===== config.mk =====
export PLATFORM = sky130hd
export DESIGN_NAME = cvrf_core
export DESIGN_NICKNAME = d
export VERILOG_FILES = /design/src/cvrf_pkg.sv /design/src/cvrf_flag_unit.sv /design/src/cvrf_core.sv
export SDC_FILE = /design/constraint.sdc
export NUM_CORES = 1
export LEC_CHECK = 0
export BUFFER_PORTS_ARGS = -buffer_cell sky130_fd_sc_hd__buf_2
export CAP_MARGIN = 0
export CORE_MARGIN = 4
export CORE_UTILIZATION = 52
export CTS_CLUSTER_SIZE = 12
export DETAILED_ROUTE_END_ITERATION = 12
export PLACE_DENSITY = 0.79
export SLEW_MARGIN = 20
export SYNTH_ARGS = -nofsm -noshare
export SYNTH_HDL_FRONTEND = slang
export SYNTH_SLANG_ARGS = --single-unit

===== constraint.sdc =====
create_clock -name sys_clk -period 2.6 [get_ports sys_clk]
set_input_delay 0.52 -clock sys_clk [delete_from_list [all_inputs] [get_ports sys_clk]]
set_output_delay 0.52 -clock sys_clk [all_outputs]
set_load 0.02 [all_outputs]

===== src/cvrf_pkg.sv =====
package cvrf_pkg;
	// flag register bit positions
	localparam int unsigned FLAG_C  = 0;
	localparam int unsigned FLAG_N  = 1;
	localparam int unsigned FLAG_PV = 2;
	localparam int unsigned FLAG_U3 = 3;
	localparam int unsigned FLAG_H  = 4;
	localparam int unsigned FLAG_U5 = 5;
	localparam int unsigned FLAG_Z  = 6;
	localparam int unsigned FLAG_S  = 7;

	// reset values
	localparam logic [7:0]  FLAGS_RESET = 8'h00;
	localparam logic [7:0]  PAGE_RESET  = 8'h00;
	localparam logic [7:0]  RFSH_RESET  = 8'h00;
	localparam logic [15:0] IM1_VECTOR  = 16'h0038;

	// unprefixed opcodes
	localparam logic [7:0] OP_PREFIX_ED = 8'hED;
	localparam logic [7:0] OP_EI        = 8'hFB;
	localparam logic [7:0] OP_DI        = 8'hF3;
	localparam logic [7:0] OP_SCF       = 8'h37;
	localparam logic [7:0] OP_CCF       = 8'h3F;
	localparam logic [7:0] OP_DAA       = 8'h27;
	localparam logic [7:0] OP_POP_AF    = 8'hF1;

	// second bytes after the extended prefix
	localparam logic [7:0] ED_NEG      = 8'h44;
	localparam logic [7:0] ED_IM0      = 8'h46;
	localparam logic [7:0] ED_IM1      = 8'h56;
	localparam logic [7:0] ED_IM2      = 8'h5E;
	localparam logic [7:0] ED_LD_I_A   = 8'h47;
	localparam logic [7:0] ED_LD_R_A   = 8'h4F;
	localparam logic [7:0] ED_LD_A_I   = 8'h57;
	localparam logic [7:0] ED_LD_A_R   = 8'h5F;

	// cycles from acknowledge to sampling the synchronised vector byte
	localparam logic [1:0] ACK_SETTLE = 2'h3;

	typedef enum logic [1:0] {
		CVRF_IM0 = 2'b00,
		CVRF_IM1 = 2'b01,
		CVRF_IM2 = 2'b10
	} cvrf_im_e;

	typedef enum logic [2:0] {
		CVRF_FK_KEEP   = 3'b000,
		CVRF_FK_LOGIC  = 3'b001,
		CVRF_FK_ARITH  = 3'b010,
		CVRF_FK_INCDEC = 3'b011,
		CVRF_FK_SETC   = 3'b100,
		CVRF_FK_CPLC   = 3'b101,
		CVRF_FK_IREAD  = 3'b110
	} cvrf_fkind_e;

	typedef enum logic [1:0] {
		CVRF_ST_IDLE   = 2'b00,
		CVRF_ST_ACK    = 2'b01,
		CVRF_ST_LAUNCH = 2'b10
	} cvrf_state_e;
endpackage


===== src/cvrf_flag_unit.sv =====
`timescale 1ns/100ps
module cvrf_flag_unit
	import cvrf_pkg::*;
(
	input  wire logic        sys_clk,
	input  wire logic        rst_n,
	input  wire logic        apply,
	input  cvrf_fkind_e      kind,
	input  wire logic        sub_op,
	input  wire logic [7:0]  result,
	input  wire logic        carry,
	input  wire logic        half,
	input  wire logic        ovf,
	input  wire logic        ie_state,
	input  wire logic        load_valid,
	input  wire logic [7:0]  load_data,
	output logic      [7:0]  flags_reg
);
	logic [7:0] flags_next;
	logic [7:0] calc;
	logic       parity;

	assign parity = ~^result;

	////////////////////////////////////////////////////////////////////////
	// flag computation per class
	always_comb begin
		calc = flags_reg;
		calc[FLAG_S]  = result[7];
		calc[FLAG_Z]  = (result == 8'h00);
		calc[FLAG_U5] = result[5];
		calc[FLAG_U3] = result[3];
		unique case (kind)
			CVRF_FK_LOGIC: begin
				calc[FLAG_PV] = parity;
				calc[FLAG_H]  = half;
				calc[FLAG_N]  = 1'b0;
				calc[FLAG_C]  = carry;
			end
			CVRF_FK_ARITH: begin
				calc[FLAG_PV] = ovf;
				calc[FLAG_H]  = half;
				calc[FLAG_N]  = sub_op;
				calc[FLAG_C]  = carry;
			end
			CVRF_FK_INCDEC: begin
				calc[FLAG_PV] = ovf;
				calc[FLAG_H]  = half;
				calc[FLAG_N]  = sub_op;
			end
			CVRF_FK_IREAD: begin
				calc[FLAG_PV] = ie_state;
				calc[FLAG_H]  = 1'b0;
				calc[FLAG_N]  = 1'b0;
			end
			CVRF_FK_SETC: begin
				calc        = flags_reg;
				calc[FLAG_H] = 1'b0;
				calc[FLAG_N] = 1'b0;
				calc[FLAG_C] = 1'b1;
			end
			CVRF_FK_CPLC: begin
				calc         = flags_reg;
				calc[FLAG_H] = flags_reg[FLAG_C];
				calc[FLAG_N] = 1'b0;
				calc[FLAG_C] = ~flags_reg[FLAG_C];
			end
			CVRF_FK_KEEP: begin
				calc = flags_reg;
			end
			default: begin
				calc = flags_reg;
			end
		endcase
	end

	assign flags_next = load_valid ? load_data :
	                    apply      ? calc      :
	                                 flags_reg;

	always_ff @(posedge sys_clk) begin
		if (!rst_n) begin
			flags_reg <= FLAGS_RESET;
		end else begin
			flags_reg <= flags_next;
		end
	end
endmodule


===== src/cvrf_core.sv =====
`timescale 1ns/100ps
// Overview of operation
// - mode 2 vector is page byte then line byte
// - eight-bit refresh register gives refresh row
// - refresh strobe with address on opcode fetch
// - bit 2 parity for logic, overflow for arithmetic
// - reset enters legacy mode; extensions need explicit opcodes
// - every legacy opcode accepted with same meaning
// - unlisted instructions leave all flags unchanged
// - pushed flag bits 3, 5 unspecified
// - mode 1 restarts at fixed vector, no byte
module cvrf_core
	import cvrf_pkg::*;
(
	input  wire logic        sys_clk,
	input  wire logic        rst_n,
	input  wire logic        op_valid,
	input  wire logic [7:0]  op_byte,
	input  wire logic        exec_done,
	input  wire logic [7:0]  alu_result,
	input  wire logic        alu_carry,
	input  wire logic        alu_half,
	input  wire logic        alu_ovf,
	input  wire logic [7:0]  acc_value,
	input  wire logic        pop_flags_valid,
	input  wire logic [7:0]  pop_flags,
	input  wire logic        int_req_n,
	input  wire logic [7:0]  int_line_pin,
	output logic             refresh_strobe,
	output logic      [7:0]  refresh_addr,
	output logic             legacy_op,
	output logic             int_ack,
	output logic             irq_taken,
	output logic             irq_indirect,
	output logic      [15:0] irq_vector_addr,
	output logic             im0_byte_valid,
	output logic      [7:0]  im0_byte,
	output logic             special_read_valid,
	output logic      [7:0]  special_read_data,
	output logic      [7:0]  flags,
	output logic      [1:0]  int_mode,
	output logic      [7:0]  int_page,
	output logic             int_enable
);
	////////////////////////////////////////////////////////////////////////
	// decode helpers
	function automatic cvrf_fkind_e flag_kind_f(input logic ext,
	                                            input logic [7:0] op);
		cvrf_fkind_e k;
		k = CVRF_FK_KEEP;
		if (ext) begin
			if (op == ED_NEG)
				k = CVRF_FK_ARITH;
			else if (op == ED_LD_A_I || op == ED_LD_A_R)
				k = CVRF_FK_IREAD;
		end else begin
			if (op[7:6] == 2'b10 ||
			    (op[7:6] == 2'b11 && op[2:0] == 3'h6))
				k = (op[5:3] >= 3'h4 && op[5:3] <= 3'h6) ?
				    CVRF_FK_LOGIC : CVRF_FK_ARITH;
			else if (op[7:6] == 2'b00 && op[2:1] == 2'b10)
				k = CVRF_FK_INCDEC;
			else if (op == OP_SCF)
				k = CVRF_FK_SETC;
			else if (op == OP_CCF)
				k = CVRF_FK_CPLC;
			else if (op == OP_DAA)
				k = CVRF_FK_LOGIC;
		end
		return k;
	endfunction
	function automatic logic sub_f(input logic ext, input logic [7:0] op);
		return ext || ((op[7:6] == 2'b00) ? op[0] : op[4]);
	endfunction

	////////////////////////////////////////////////////////////////////////
	// pin synchronisers
	logic       req_n_meta_reg;
	logic       req_n_sync_reg;
	logic [7:0] line_meta_reg;
	logic [7:0] line_sync_reg;

	always_ff @(posedge sys_clk) begin
		if (!rst_n) begin
			req_n_meta_reg <= 1'b1;
			req_n_sync_reg <= 1'b1;
			line_meta_reg  <= 8'h00;
			line_sync_reg  <= 8'h00;
		end else begin
			req_n_meta_reg <= int_req_n;
			req_n_sync_reg <= req_n_meta_reg;
			line_meta_reg  <= int_line_pin;
			line_sync_reg  <= line_meta_reg;
		end
	end

	////////////////////////////////////////////////////////////////////////
	// opcode decode
	logic        ext_reg;
	logic        ext_next;
	logic        is_prefix;
	logic        ext_op;
	logic        base_op;
	logic        do_im0;
	logic        do_im1;
	logic        do_im2;
	logic        do_ld_i;
	logic        do_ld_r;
	logic        do_rd_i;
	logic        do_rd_r;
	logic        do_ei;
	logic        do_di;
	cvrf_fkind_e kind_reg;
	logic        sub_reg;

	assign is_prefix = op_valid && !ext_reg && op_byte == OP_PREFIX_ED;
	assign ext_op    = op_valid && ext_reg;
	assign base_op   = op_valid && !ext_reg && !is_prefix;
	assign ext_next  = op_valid ? is_prefix : ext_reg;
	assign do_im0    = ext_op && op_byte == ED_IM0;
	assign do_im1    = ext_op && op_byte == ED_IM1;
	assign do_im2    = ext_op && op_byte == ED_IM2;
	assign do_ld_i   = ext_op && op_byte == ED_LD_I_A;
	assign do_ld_r   = ext_op && op_byte == ED_LD_R_A;
	assign do_rd_i   = ext_op && op_byte == ED_LD_A_I;
	assign do_rd_r   = ext_op && op_byte == ED_LD_A_R;
	assign do_ei     = base_op && op_byte == OP_EI;
	assign do_di     = base_op && op_byte == OP_DI;

	always_ff @(posedge sys_clk) begin
		if (!rst_n) begin
			ext_reg  <= 1'b0;
			kind_reg <= CVRF_FK_KEEP;
			sub_reg  <= 1'b0;
		end else begin
			ext_reg <= ext_next;
			if (base_op || ext_op) begin
				kind_reg <= flag_kind_f(ext_reg, op_byte);
				sub_reg  <= sub_f(ext_reg, op_byte);
			end
		end
	end

	always_ff @(posedge sys_clk) begin
		if (!rst_n) begin
			legacy_op <= 1'b0;
		end else begin
			legacy_op <= base_op;
		end
	end

	////////////////////////////////////////////////////////////////////////
	// refresh register
	logic [7:0] rfsh_reg;
	logic [7:0] rfsh_next;

	assign rfsh_next = do_ld_r  ? acc_value :
	                   op_valid ? rfsh_reg + 8'h01 :
	                              rfsh_reg;

	always_ff @(posedge sys_clk) begin
		if (!rst_n) begin
			rfsh_reg       <= RFSH_RESET;
			refresh_strobe <= 1'b0;
			refresh_addr   <= RFSH_RESET;
		end else begin
			rfsh_reg       <= rfsh_next;
			refresh_strobe <= op_valid;
			if (op_valid)
				refresh_addr <= rfsh_reg;
		end
	end

	////////////////////////////////////////////////////////////////////////
	// mode, page, enable, special reads
	cvrf_im_e   im_reg;
	logic [7:0] page_reg;
	logic       ie_reg;
	logic       take;

	always_ff @(posedge sys_clk) begin
		if (!rst_n) begin
			im_reg   <= CVRF_IM0;
			page_reg <= PAGE_RESET;
			ie_reg   <= 1'b0;
		end else begin
			if (do_im0)
				im_reg <= CVRF_IM0;
			else if (do_im1)
				im_reg <= CVRF_IM1;
			else if (do_im2)
				im_reg <= CVRF_IM2;
			if (do_ld_i)
				page_reg <= acc_value;
			if (take || do_di)
				ie_reg <= 1'b0;
			else if (do_ei)
				ie_reg <= 1'b1;
		end
	end

	always_ff @(posedge sys_clk) begin
		if (!rst_n) begin
			special_read_valid <= 1'b0;
			special_read_data  <= 8'h00;
		end else begin
			special_read_valid <= do_rd_i || do_rd_r;
			if (do_rd_i)
				special_read_data <= page_reg;
			else if (do_rd_r)
				special_read_data <= rfsh_reg;
		end
	end

	assign int_mode   = im_reg;
	assign int_page   = page_reg;
	assign int_enable = ie_reg;

	////////////////////////////////////////////////////////////////////////
	// interrupt sequencer
	cvrf_state_e state_reg;
	cvrf_state_e state_next;
	logic [1:0]  cnt_reg;
	logic        settled;

	assign take    = state_reg == CVRF_ST_IDLE && !req_n_sync_reg &&
	                 ie_reg && !ext_reg && !op_valid;
	assign settled = state_reg == CVRF_ST_ACK && cnt_reg == ACK_SETTLE;

	always_comb begin
		state_next = state_reg;
		unique case (state_reg)
			CVRF_ST_IDLE: begin
				if (take)
					state_next = (im_reg == CVRF_IM1) ?
					             CVRF_ST_LAUNCH : CVRF_ST_ACK;
			end
			CVRF_ST_ACK:
				state_next = settled ? CVRF_ST_LAUNCH : state_reg;
			CVRF_ST_LAUNCH:
				state_next = CVRF_ST_IDLE;
			default:
				state_next = CVRF_ST_IDLE;
		endcase
	end

	always_ff @(posedge sys_clk) begin
		if (!rst_n) begin
			state_reg       <= CVRF_ST_IDLE;
			cnt_reg         <= 2'h0;
			irq_vector_addr <= 16'h0000;
			irq_indirect    <= 1'b0;
			im0_byte        <= 8'h00;
			im0_byte_valid  <= 1'b0;
		end else begin
			state_reg      <= state_next;
			im0_byte_valid <= 1'b0;
			cnt_reg <= (state_reg == CVRF_ST_ACK) ? cnt_reg + 2'h1 : 2'h0;
			if (take && im_reg == CVRF_IM1) begin
				irq_vector_addr <= IM1_VECTOR;
				irq_indirect    <= 1'b0;
			end
			if (settled) begin
				if (im_reg == CVRF_IM2) begin
					irq_vector_addr <= {page_reg, line_sync_reg};
					irq_indirect    <= 1'b1;
				end else begin
					im0_byte       <= line_sync_reg;
					im0_byte_valid <= 1'b1;
					irq_vector_addr <= 16'h0000;
					irq_indirect    <= 1'b0;
				end
			end
		end
	end

	assign int_ack   = state_reg == CVRF_ST_ACK;
	assign irq_taken = state_reg == CVRF_ST_LAUNCH;

	////////////////////////////////////////////////////////////////////////
	// flag register
	cvrf_flag_unit cvrf_flag_unit_i (
		.sys_clk    (sys_clk),
		.rst_n      (rst_n),
		.apply      (exec_done),
		.kind       (kind_reg),
		.sub_op     (sub_reg),
		.result     (alu_result),
		.carry      (alu_carry),
		.half       (alu_half),
		.ovf        (alu_ovf),
		.ie_state   (ie_reg),
		.load_valid (pop_flags_valid),
		.load_data  (pop_flags),
		.flags_reg  (flags)
	);
endmodule


Word level (Yosys, flattened, before mapping)

Cells that the tools add are included.

Flip-flop bits (word level): 99
Input bits: 49
Output and inout bits: 66
Word-level logic and storage cells: 165

Add/subtract/negate cells: 2
$lt $le $gt $ge: 2
Eq/ne operators: 32
Muxes and demuxes: 34
Bitwise gates (word level): 3
Reduce and logical (&&, ||, !) cells: 64

Operators with widths:

| operator                                            | number |
|---|---|
| equality test 8 x 7 -> 1 bit, second input constant | 8 |
| two-way mux 16 bit                                  | 3 |
| two-way mux 8 bit                                   | 6 |
| equality test 8 x 6 -> 1 bit, second input constant | 3 |
| equality test 8 bit, second input constant          | 3 |
| two-way mux 3 bit                                   | 8 |
| logical AND 1 bit                                   | 22 |
| AND reduction 2 bit                                 | 8 |
| equality test 2 bit, second input constant          | 6 |
| equality test 3 bit, second input constant          | 4 |
| nonzero test 2 bit                                  | 6 |
| nonzero test 4 bit                                  | 3 |
| OR reduction 2 bit                                  | 6 |
| two-way mux 1 bit                                   | 9 |
| adder 8 x 1 -> 8 bit, second input constant         | 1 |
| zero test 8 bit                                     | 1 |
| two-way mux 2 bit                                   | 4 |
| one-hot mux 2 bit (4 select lines)                  | 1 |
| XNOR reduction 8 bit                                | 1 |
| equality test 3 x 2 -> 1 bit, second input constant | 2 |
| logical OR 1 bit                                    | 6 |
| one-hot mux 1 bit (3 select lines)                  | 2 |
| OR reduction 3 bit                                  | 2 |
| nonzero test 5 bit                                  | 1 |
| 13 further kinds                                    | 21 |

Logic depth before layout (Yosys ltp)

Gate-level depths: netlist of run 1.

Word-level depth: 8
Gate-level depth with buffers: 7
Depth with buffers taken out: 6

Cells and area by module

A second synthesis of run 1 with hierarchy kept.

Cell total of the unflattened synthesis: 465
Area, all modules: 4,336.7 µm²

By module, submodules not included:

| module         | times used | cells an instance | area an instance (µm²) | sequential area each (µm²) |
|---|---|---|---|---|
| cvrf_core      | 1          | 379               | 3,644.7                | 1,821.7 |
| cvrf_flag_unit | 1          | 86                | 691.9                  | 160.2 |

Worst setup path after synthesis of run 1

No wires, ideal clock.

Path kind: input to register
Start point: in op_valid
End point: reg irq_vector_addr[15]
Setup time: 128 ps
Arrival time: 1,847 ps
Data required time: 2,472 ps
Slack: 625 ps
Cell stages on the path: 6
Buffers on the path: 2
Path through: or4b_4 > o41a_1 > buf_6 > buf_8 > a22oi_2 > nor2_1

Cells in the longest elaborated chain, start to end: 4

Ends and longest elaborated chain:

| item                         | line             | text |
|---|---|---|
| start, declared              | cvrf_core.sv:17  | `input wire logic op_valid,` |
| zero test 1 bit              | cvrf_core.sv:227 | `ie_reg && !ext_reg && !op_valid;` |
| logical AND 1 bit            | cvrf_core.sv:227 |  |
| logical AND 1 bit            | cvrf_core.sv:259 | `if (take && im_reg == CVRF_IM1) begin` |
| nonzero test 2 bit (no line) | --               |  |
| end signal, assigned         | cvrf_core.sv:265 | `irq_vector_addr <= {page_reg, line_sync_reg};` |
| end, declared                | cvrf_core.sv:35  | `output logic [15:0] irq_vector_addr,` |

No other way between the ends.
A chain may end at the register's enable or synchronous reset.

Final worst setup path of run 1

Start point: reg ext_reg
End point: reg irq_vector_addr[1]

Cells in the longest elaborated chain, start to end: 5

Ends and longest elaborated chain:

| item                           | line             | text |
|---|---|---|
| start, declared                | cvrf_core.sv:99  | `logic ext_reg;` |
| start signal, assigned         | cvrf_core.sv:136 | `ext_reg <= ext_next;` |
| zero test 1 bit                | cvrf_core.sv:227 |  |
| logical AND 1 bit (2 in a row) | cvrf_core.sv:227 |  |
| logical AND 1 bit              | cvrf_core.sv:259 |  |
| nonzero test 2 bit (no line)   | --               |  |

No other way between the ends.

==> results of run 1 <==
cells in the mapped netlist, drive strengths merged (5+ instances only):
library cell and number:
nor2 60, a22oi 13, a21oi 16, dfxtp 99, a211oi 13, nand2 22, buf 6, nand4b 5
nand2b 6, mux2i 33, a2bb2oi 7, nor2b 11, inv 18, nor3 7, nand3b 7, and2 19
ha 6, o211ai 5, clkbuf 23, o21ai 11, nand3 7, a31oi 8
per-layer routing:
layer / up-vias / wire, um / share of wire (%) / track usage (%)
li1: 1834 / - / - / -
met3: 11 / 624 / 6.2 / 3.47
met4: 0 / 114 / 1.1 / 7.04
met1: 1709 / 4580 / 46 / 28.3
met2: 136 / 4700 / 47 / 32.0
met5: - / 0 / 0 / 0
cells by family after synthesis:
kind of cell / after synthesis
AND/OR/NAND/NOR: 171
flip-flops: 99
AO/OA/AOI/OAI: 96
buffers and inverters: 47
multiplexers: 33
adder cells (fa/ha/maj): 6
XOR/XNOR: 4
metrics by stage:
step	instance area [um^2]	setup WS [ns]	std cells	power (uW)	hold slack (ns)
final	5080	0.475	667	2720	0.337
after detailed placement	4900	0.252	651	1860	0.402
after floorplan	4280	0.625	456	1770	0.386
after global routing	5080	0.364	667	2850	0.324
after CTS	5080	0.487	667	2750	0.322
after global placement	4900	0.286	651	1860	0.401
cell type report:
type                    instances  area, um^2  area share (%)
repair buffers                122         631            12.4
inverters                      18        67.6            1.33
multi-input cells             310        2090            41.2
clock inverters                 6        48.8           0.961
well taps                     102         128            2.51
clock buffers                  10         128            2.51
flip-flops and latches         99        1980            39.0
path summary, 6_finish.rpt:
check,cells after the start,endpoint
setup / recovery,4,irq_vector_addr[1]
hold / removal,2,req_n_meta_reg
setup reg to reg,4,irq_vector_addr[1]
hold reg to reg,1,req_n_sync_reg
power groups by stage:
stage	clock network, uW	logic (uW)	registers (uW)
after floorplan	0	150	1620
final	894	254	1580
after detailed placement	0	254	1610
after global placement	0	247	1610
after CTS	920	255	1570
after global routing	984	281	1580
==> impl_metrics.py, run 1 <==
metrics = {
    "pwr": {
        "power_density_mw_per_mm2": 536,
        "switching_power_uw": 705,
        "ir_drop_mv": 0.250,
        "clkPwrFrac_pct": 32.8,
        "sw_frac_of_total_pct": 25.9,
        "p_int_uw": 2020,
        "pwr-share-comb_pct": 9.3,
        "seqPwrFrac_pct": 57.8,
        "p_leak_uw": 0.00229,
    },
    "logic_synthesis": {
        "synth_cells": 456,
        "ys_types": 60,
        "synth_largest_area_cell": "dfxtp_1",
        "synth_area_leaders": "dfxtp_1 (46%), mux2i_1 (7.7%), nor2_1 (5.2%)",
        "synthXorXnorAreaFrac_pct": 0.819,
        "synth-compound-area-share_pct": 17.3,
        "synth_warnings": 0,
        "syn_area_mm2": 0.00428,
        "synth_ff_type": "dfxtp_1",
        "synth.top_cell.area_share_pct": 46.4,
        "synth_adder_area_share_pct": 1.76,
        "synth_edf_count": 0,
        "syn_area_per_cell_um2": 9.38,
        "synthArstFlopShare_pct": 0,
        "synth_top_family_by_area": "simple AND/OR/NAND/NOR gates",
        "ys_seq_elements": 99,
        "synth_mux_area_share_pct": 7.73,
        "seq_area_frac_synth_pct": 46.4,
        "syn_nets": 511,
        "synth-simple-area-share_pct": 21.4,
    },
    "outcome": {
        "status": "completed",
    },
    "cells_and_area": {
        "antenna_cells": 0,
        "layout-area-overhead-vs-synth_pct": 18.8,
        "fin_util_pct": 64.7,
        "drive_above_1_share_pct": 27.6,
        "regMostFlops": "irq_vector_addr",
        "largest_register_ffs": 16,
        "layout_common_cells": "buf_2 (114), dfxtp_1 (99), nor2_1 (59)",
        "nets": 615,
        "fill_cells": 724,
        "final_common_cell": "buf_2",
    },
    "critical_path": {
        "cp-end-kind": "flip-flop",
        "cp_max_fo": 17,
        "reg2reg_from": "ext_reg",
        "crit_path_top_delay_cell": "o41a_1",
        "critPathBufInv": 0,
        "startpoint": "ext_reg",
        "max_stage_delay_ns": 0.70,
        "critPathKind": "reg -> reg",
        "crit_chain": "or4b_4 -> o41a_1 -> a22oi_1 -> nor2_1",
        "arrival_ns": 2.37,
        "cp_top_family": "compound AO/OA/AOI/OAI gates",
        "r2r_slack_ns": 0.48,
        "worstPathRequired_ns": 2.85,
        "critPathLaunchType": "flip-flop",
    },
    "sta": {
        "slew_headroom_pct": 42.3,
        "rsz0062_at_grt": "false",
        "period_minus_slack_ns": 2.12,
        "fin_setup_tns_ns": 0,
        "setup_viol": 0,
        "fin_worst_skew_ns": 0.0115,
        "tightest_slew_ns": 0.865,
        "fin_crit_sh_pct": 81.7,
        "max_freq_ghz": 0.471,
        "slew_violations": 0,
        "finalHoldViolCount": 0,
    },
    "flow_run": {
        "drv_cap": 0,
    },
    "routing": {
        "num_vias": 3690,
        "wl_um": 10000,
        "firstDrtPassIters": 5,
        "drtIter0Drc": 238,
        "vias_per_cell": 5.53,
        "drcViolationCount": 0,
        "wl_per_cell_um": 15.0,
        "ant_nets": 0,
    },
    "place": {
        "dp_hpwl_um": 7340,
        "io_buffers": 114,
        "gp_congestion": 0.890,
    },
    "global_routing": {
        "grt_max_degree": 38,
        "grtUsageTotal_pct": 20.4,
        "gr-total-overflow": 0,
        "grt_first_pass_wirelength_um": 16500,
        "grt_pass1_vias": 3392,
        "antenna_found_initial": 0,
    },
    "worst_hold_path": {
        "hp-start": "int_req_n",
        "hold_path.class": "in -> reg",
    },
    "clock_tree": {
        "htreeDepth": 3,
        "clk_pin_slew_worst_paths_ns": 0.09,
        "post_cts_resize_count": 0,
        "ctsHoldBuffers": 0,
        "clock_latency_ns": 0.36,
        "cts_buffer_depth": 2,
        "clockRootBuffer": "clkbuf_8",
        "cts_tree": "done",
        "post_cts_buffers": 0,
        "cts_sinks": 99,
        "cts_buffers": 9,
    },
    "floorplan": {
        "die_w_um": 98.7,
        "dieArea_mm2": 0.00974,
        "dieHeight_um": 98.7,
        "row_count": 32,
        "start_util_pct": 54.5,
        "core_area_mm2": 0.00785,
        "io_pins": 115,
    },
}
No activity file was read; power rests on OpenSTA's default activity.
==> run 2: changes to the inputs <==
clock period = 2.2 ns   (was 2.6 ns; I/O delays follow)
==> run 2 against run 1 <==
Against the previous run:
- global-route usage grew 0.90 points
- first-iteration DRC count is 4.6% lower
- sequential power rose by 18%
- highest routed layer unchanged
- critical endpoint is now irq_vector_addr[2]
- clock-buffer cell count did not move
- combinational power increased by 20%
- setup slack lost 0.097 ns
- die area unchanged
- largest cell class unchanged
- critical path type unchanged
==> impl_metrics.py, run 2 (same netlist as run 1, synthesis figures left out) <==
metrics = {
    "sta": {
        "slew_violations": 0,
        "max_freq_ghz": 0.549,
        "fin_setup_tns_ns": 0,
        "fin_worst_skew_ns": 0.0113,
        "finalHoldViolCount": 0,
        "setup_viol": 0,
        "tightest_slew_ns": 0.720,
        "period_minus_slack_ns": 1.82,
        "rsz0062_at_grt": "false",
        "fin_crit_sh_pct": 82.8,
        "slew_headroom_pct": 51.9,
    },
    "place": {
        "gp_congestion": 0.908,
        "place_area_mm2": 0.00496,
        "io_buffers": 114,
        "dp_hpwl_um": 7300,
        "placed_cells": 655,
    },
    "critical_path": {
        "arrival_ns": 2.04,
        "critPathKind": "reg -> reg",
        "critPathLaunchType": "flip-flop",
        "cp-end-kind": "flip-flop",
        "worstPathRequired_ns": 2.42,
        "cp_max_fo": 17,
    },
    "clock_tree": {
        "cts_tree": "done",
        "cts_buffer_depth": 2,
        "ctsHoldBuffers": 0,
        "cts_buffers": 9,
        "clk_pin_slew_worst_paths_ns": 0.09,
        "clock_latency_ns": 0.35,
        "post_cts_buffers": 0,
        "htreeDepth": 3,
        "post_cts_resize_count": 0,
        "clockRootBuffer": "clkbuf_8",
        "cts_sinks": 99,
    },
    "routing": {
        "vias_per_cell": 5.58,
        "firstDrtPassIters": 5,
        "drcViolationCount": 0,
        "ant_nets": 0,
        "drtIter0Drc": 227,
        "wl_um": 10200,
        "wl_per_cell_um": 15.2,
        "num_vias": 3743,
    },
    "cells_and_area": {
        "final_common_cell": "buf_2",
        "layout-area-overhead-vs-synth_pct": 20.7,
        "antenna_cells": 0,
        "drive_above_1_share_pct": 28.1,
        "fill_cells": 712,
        "fin_cells": 671,
        "regMostFlops": "irq_vector_addr",
        "layout_common_cells": "buf_2 (114), dfxtp_1 (99), nor2_1 (59)",
        "largest_register_ffs": 16,
        "final_cell_area_mm2": 0.00516,
        "nets": 619,
    },
    "global_routing": {
        "grt_max_degree": 40,
        "antenna_found_initial": 0,
        "gr-total-overflow": 0,
        "grt_pass1_vias": 3501,
        "grtUsageTotal_pct": 21.2,
        "grt_first_pass_wirelength_um": 17100,
    },
    "floorplan": {
        "core_area_mm2": 0.00785,
        "start_util_pct": 54.5,
        "row_count": 32,
        "dieArea_mm2": 0.00974,
        "die_w_um": 98.7,
        "io_pins": 115,
        "dieHeight_um": 98.7,
    },
    "pwr": {
        "p_leak_uw": 0.00233,
        "power_density_mw_per_mm2": 650,
        "finalPower_uw": 3350,
        "ir_drop_mv": 0.376,
    },
    "worst_hold_path": {
        "hold_path.class": "in -> reg",
    },
    "flow_run": {
        "drv_cap": 0,
    },
    "outcome": {
        "status": "completed",
    },
}
[run 2: cell count changes in the layout (fill, tap and decap cells not counted)]
cell / before / now
clkinv_2: 1 / 0
inv_6: 1 / 0
bufinv_16: 0 / 1
clkinv_4: 1 / 3
clkinvlp_4: 2 / 1
buf_4: 8 / 10
buf_12: 0 / 2
[run 2: layer usage]
layer / global-route usage, % / vias to the layer above / wire length, um
met5: 0 / - / 0
met4: 6.41 / 0 / 100
met3: 4.25 / 11 / 678
met2: 33.8 / 125 / 4790
met1: 29.3 / 1766 / 4610
li1: - / 1841 / -
[run 2: report_power, final]
group	internal (uW)	total (uW)	switching, uW
Combinational	133	305	172
Clock	541	1190	645
Sequential	1830	1860	30.4
[run 2: final cells by class]
type / count / area, um^2 / area share (%)
multi-input combinational: 310 / 2090 / 40.6
sequential: 99 / 1980 / 38.4
timing repair buffer: 126 / 686 / 13.3
clock buffer: 10 / 128 / 2.47
tap: 102 / 128 / 2.47
clock inverter: 6 / 75.1 / 1.46
inverter: 18 / 67.6 / 1.31
[run 2: worst max-delay path: stages (launching register included)]
cell and delay [ns]:
dfxtp_1 0.38, or4b_4 0.49, o41a_1 0.42, buf_12 0.17, a22oi_1 0.16, nor2_1 0.06
[run 2: path summary, 6_finish.rpt]
path | start | endpoint | slack, ns | cells after the start
setup / recovery | int_enable | irq_vector_addr[2] | 0.38 | 5
hold / removal | int_req_n | req_n_meta_reg | 0.27 | 2
setup reg to reg | int_enable | irq_vector_addr[2] | 0.38 | 5
hold reg to reg | req_n_meta_reg | req_n_sync_reg | 0.42 | 1
[run 2: metrics by stage]
stage	hold WS (ns)	util [%]	setup slack, ns
floorplan	0.386	-	0.305
global placement	0.401	63.2	0.168
detailed placement	0.397	63.2	0.114
CTS	0.257	65.7	0.372
global route	0.249	65.7	0.262
finish	0.270	65.7	0.378
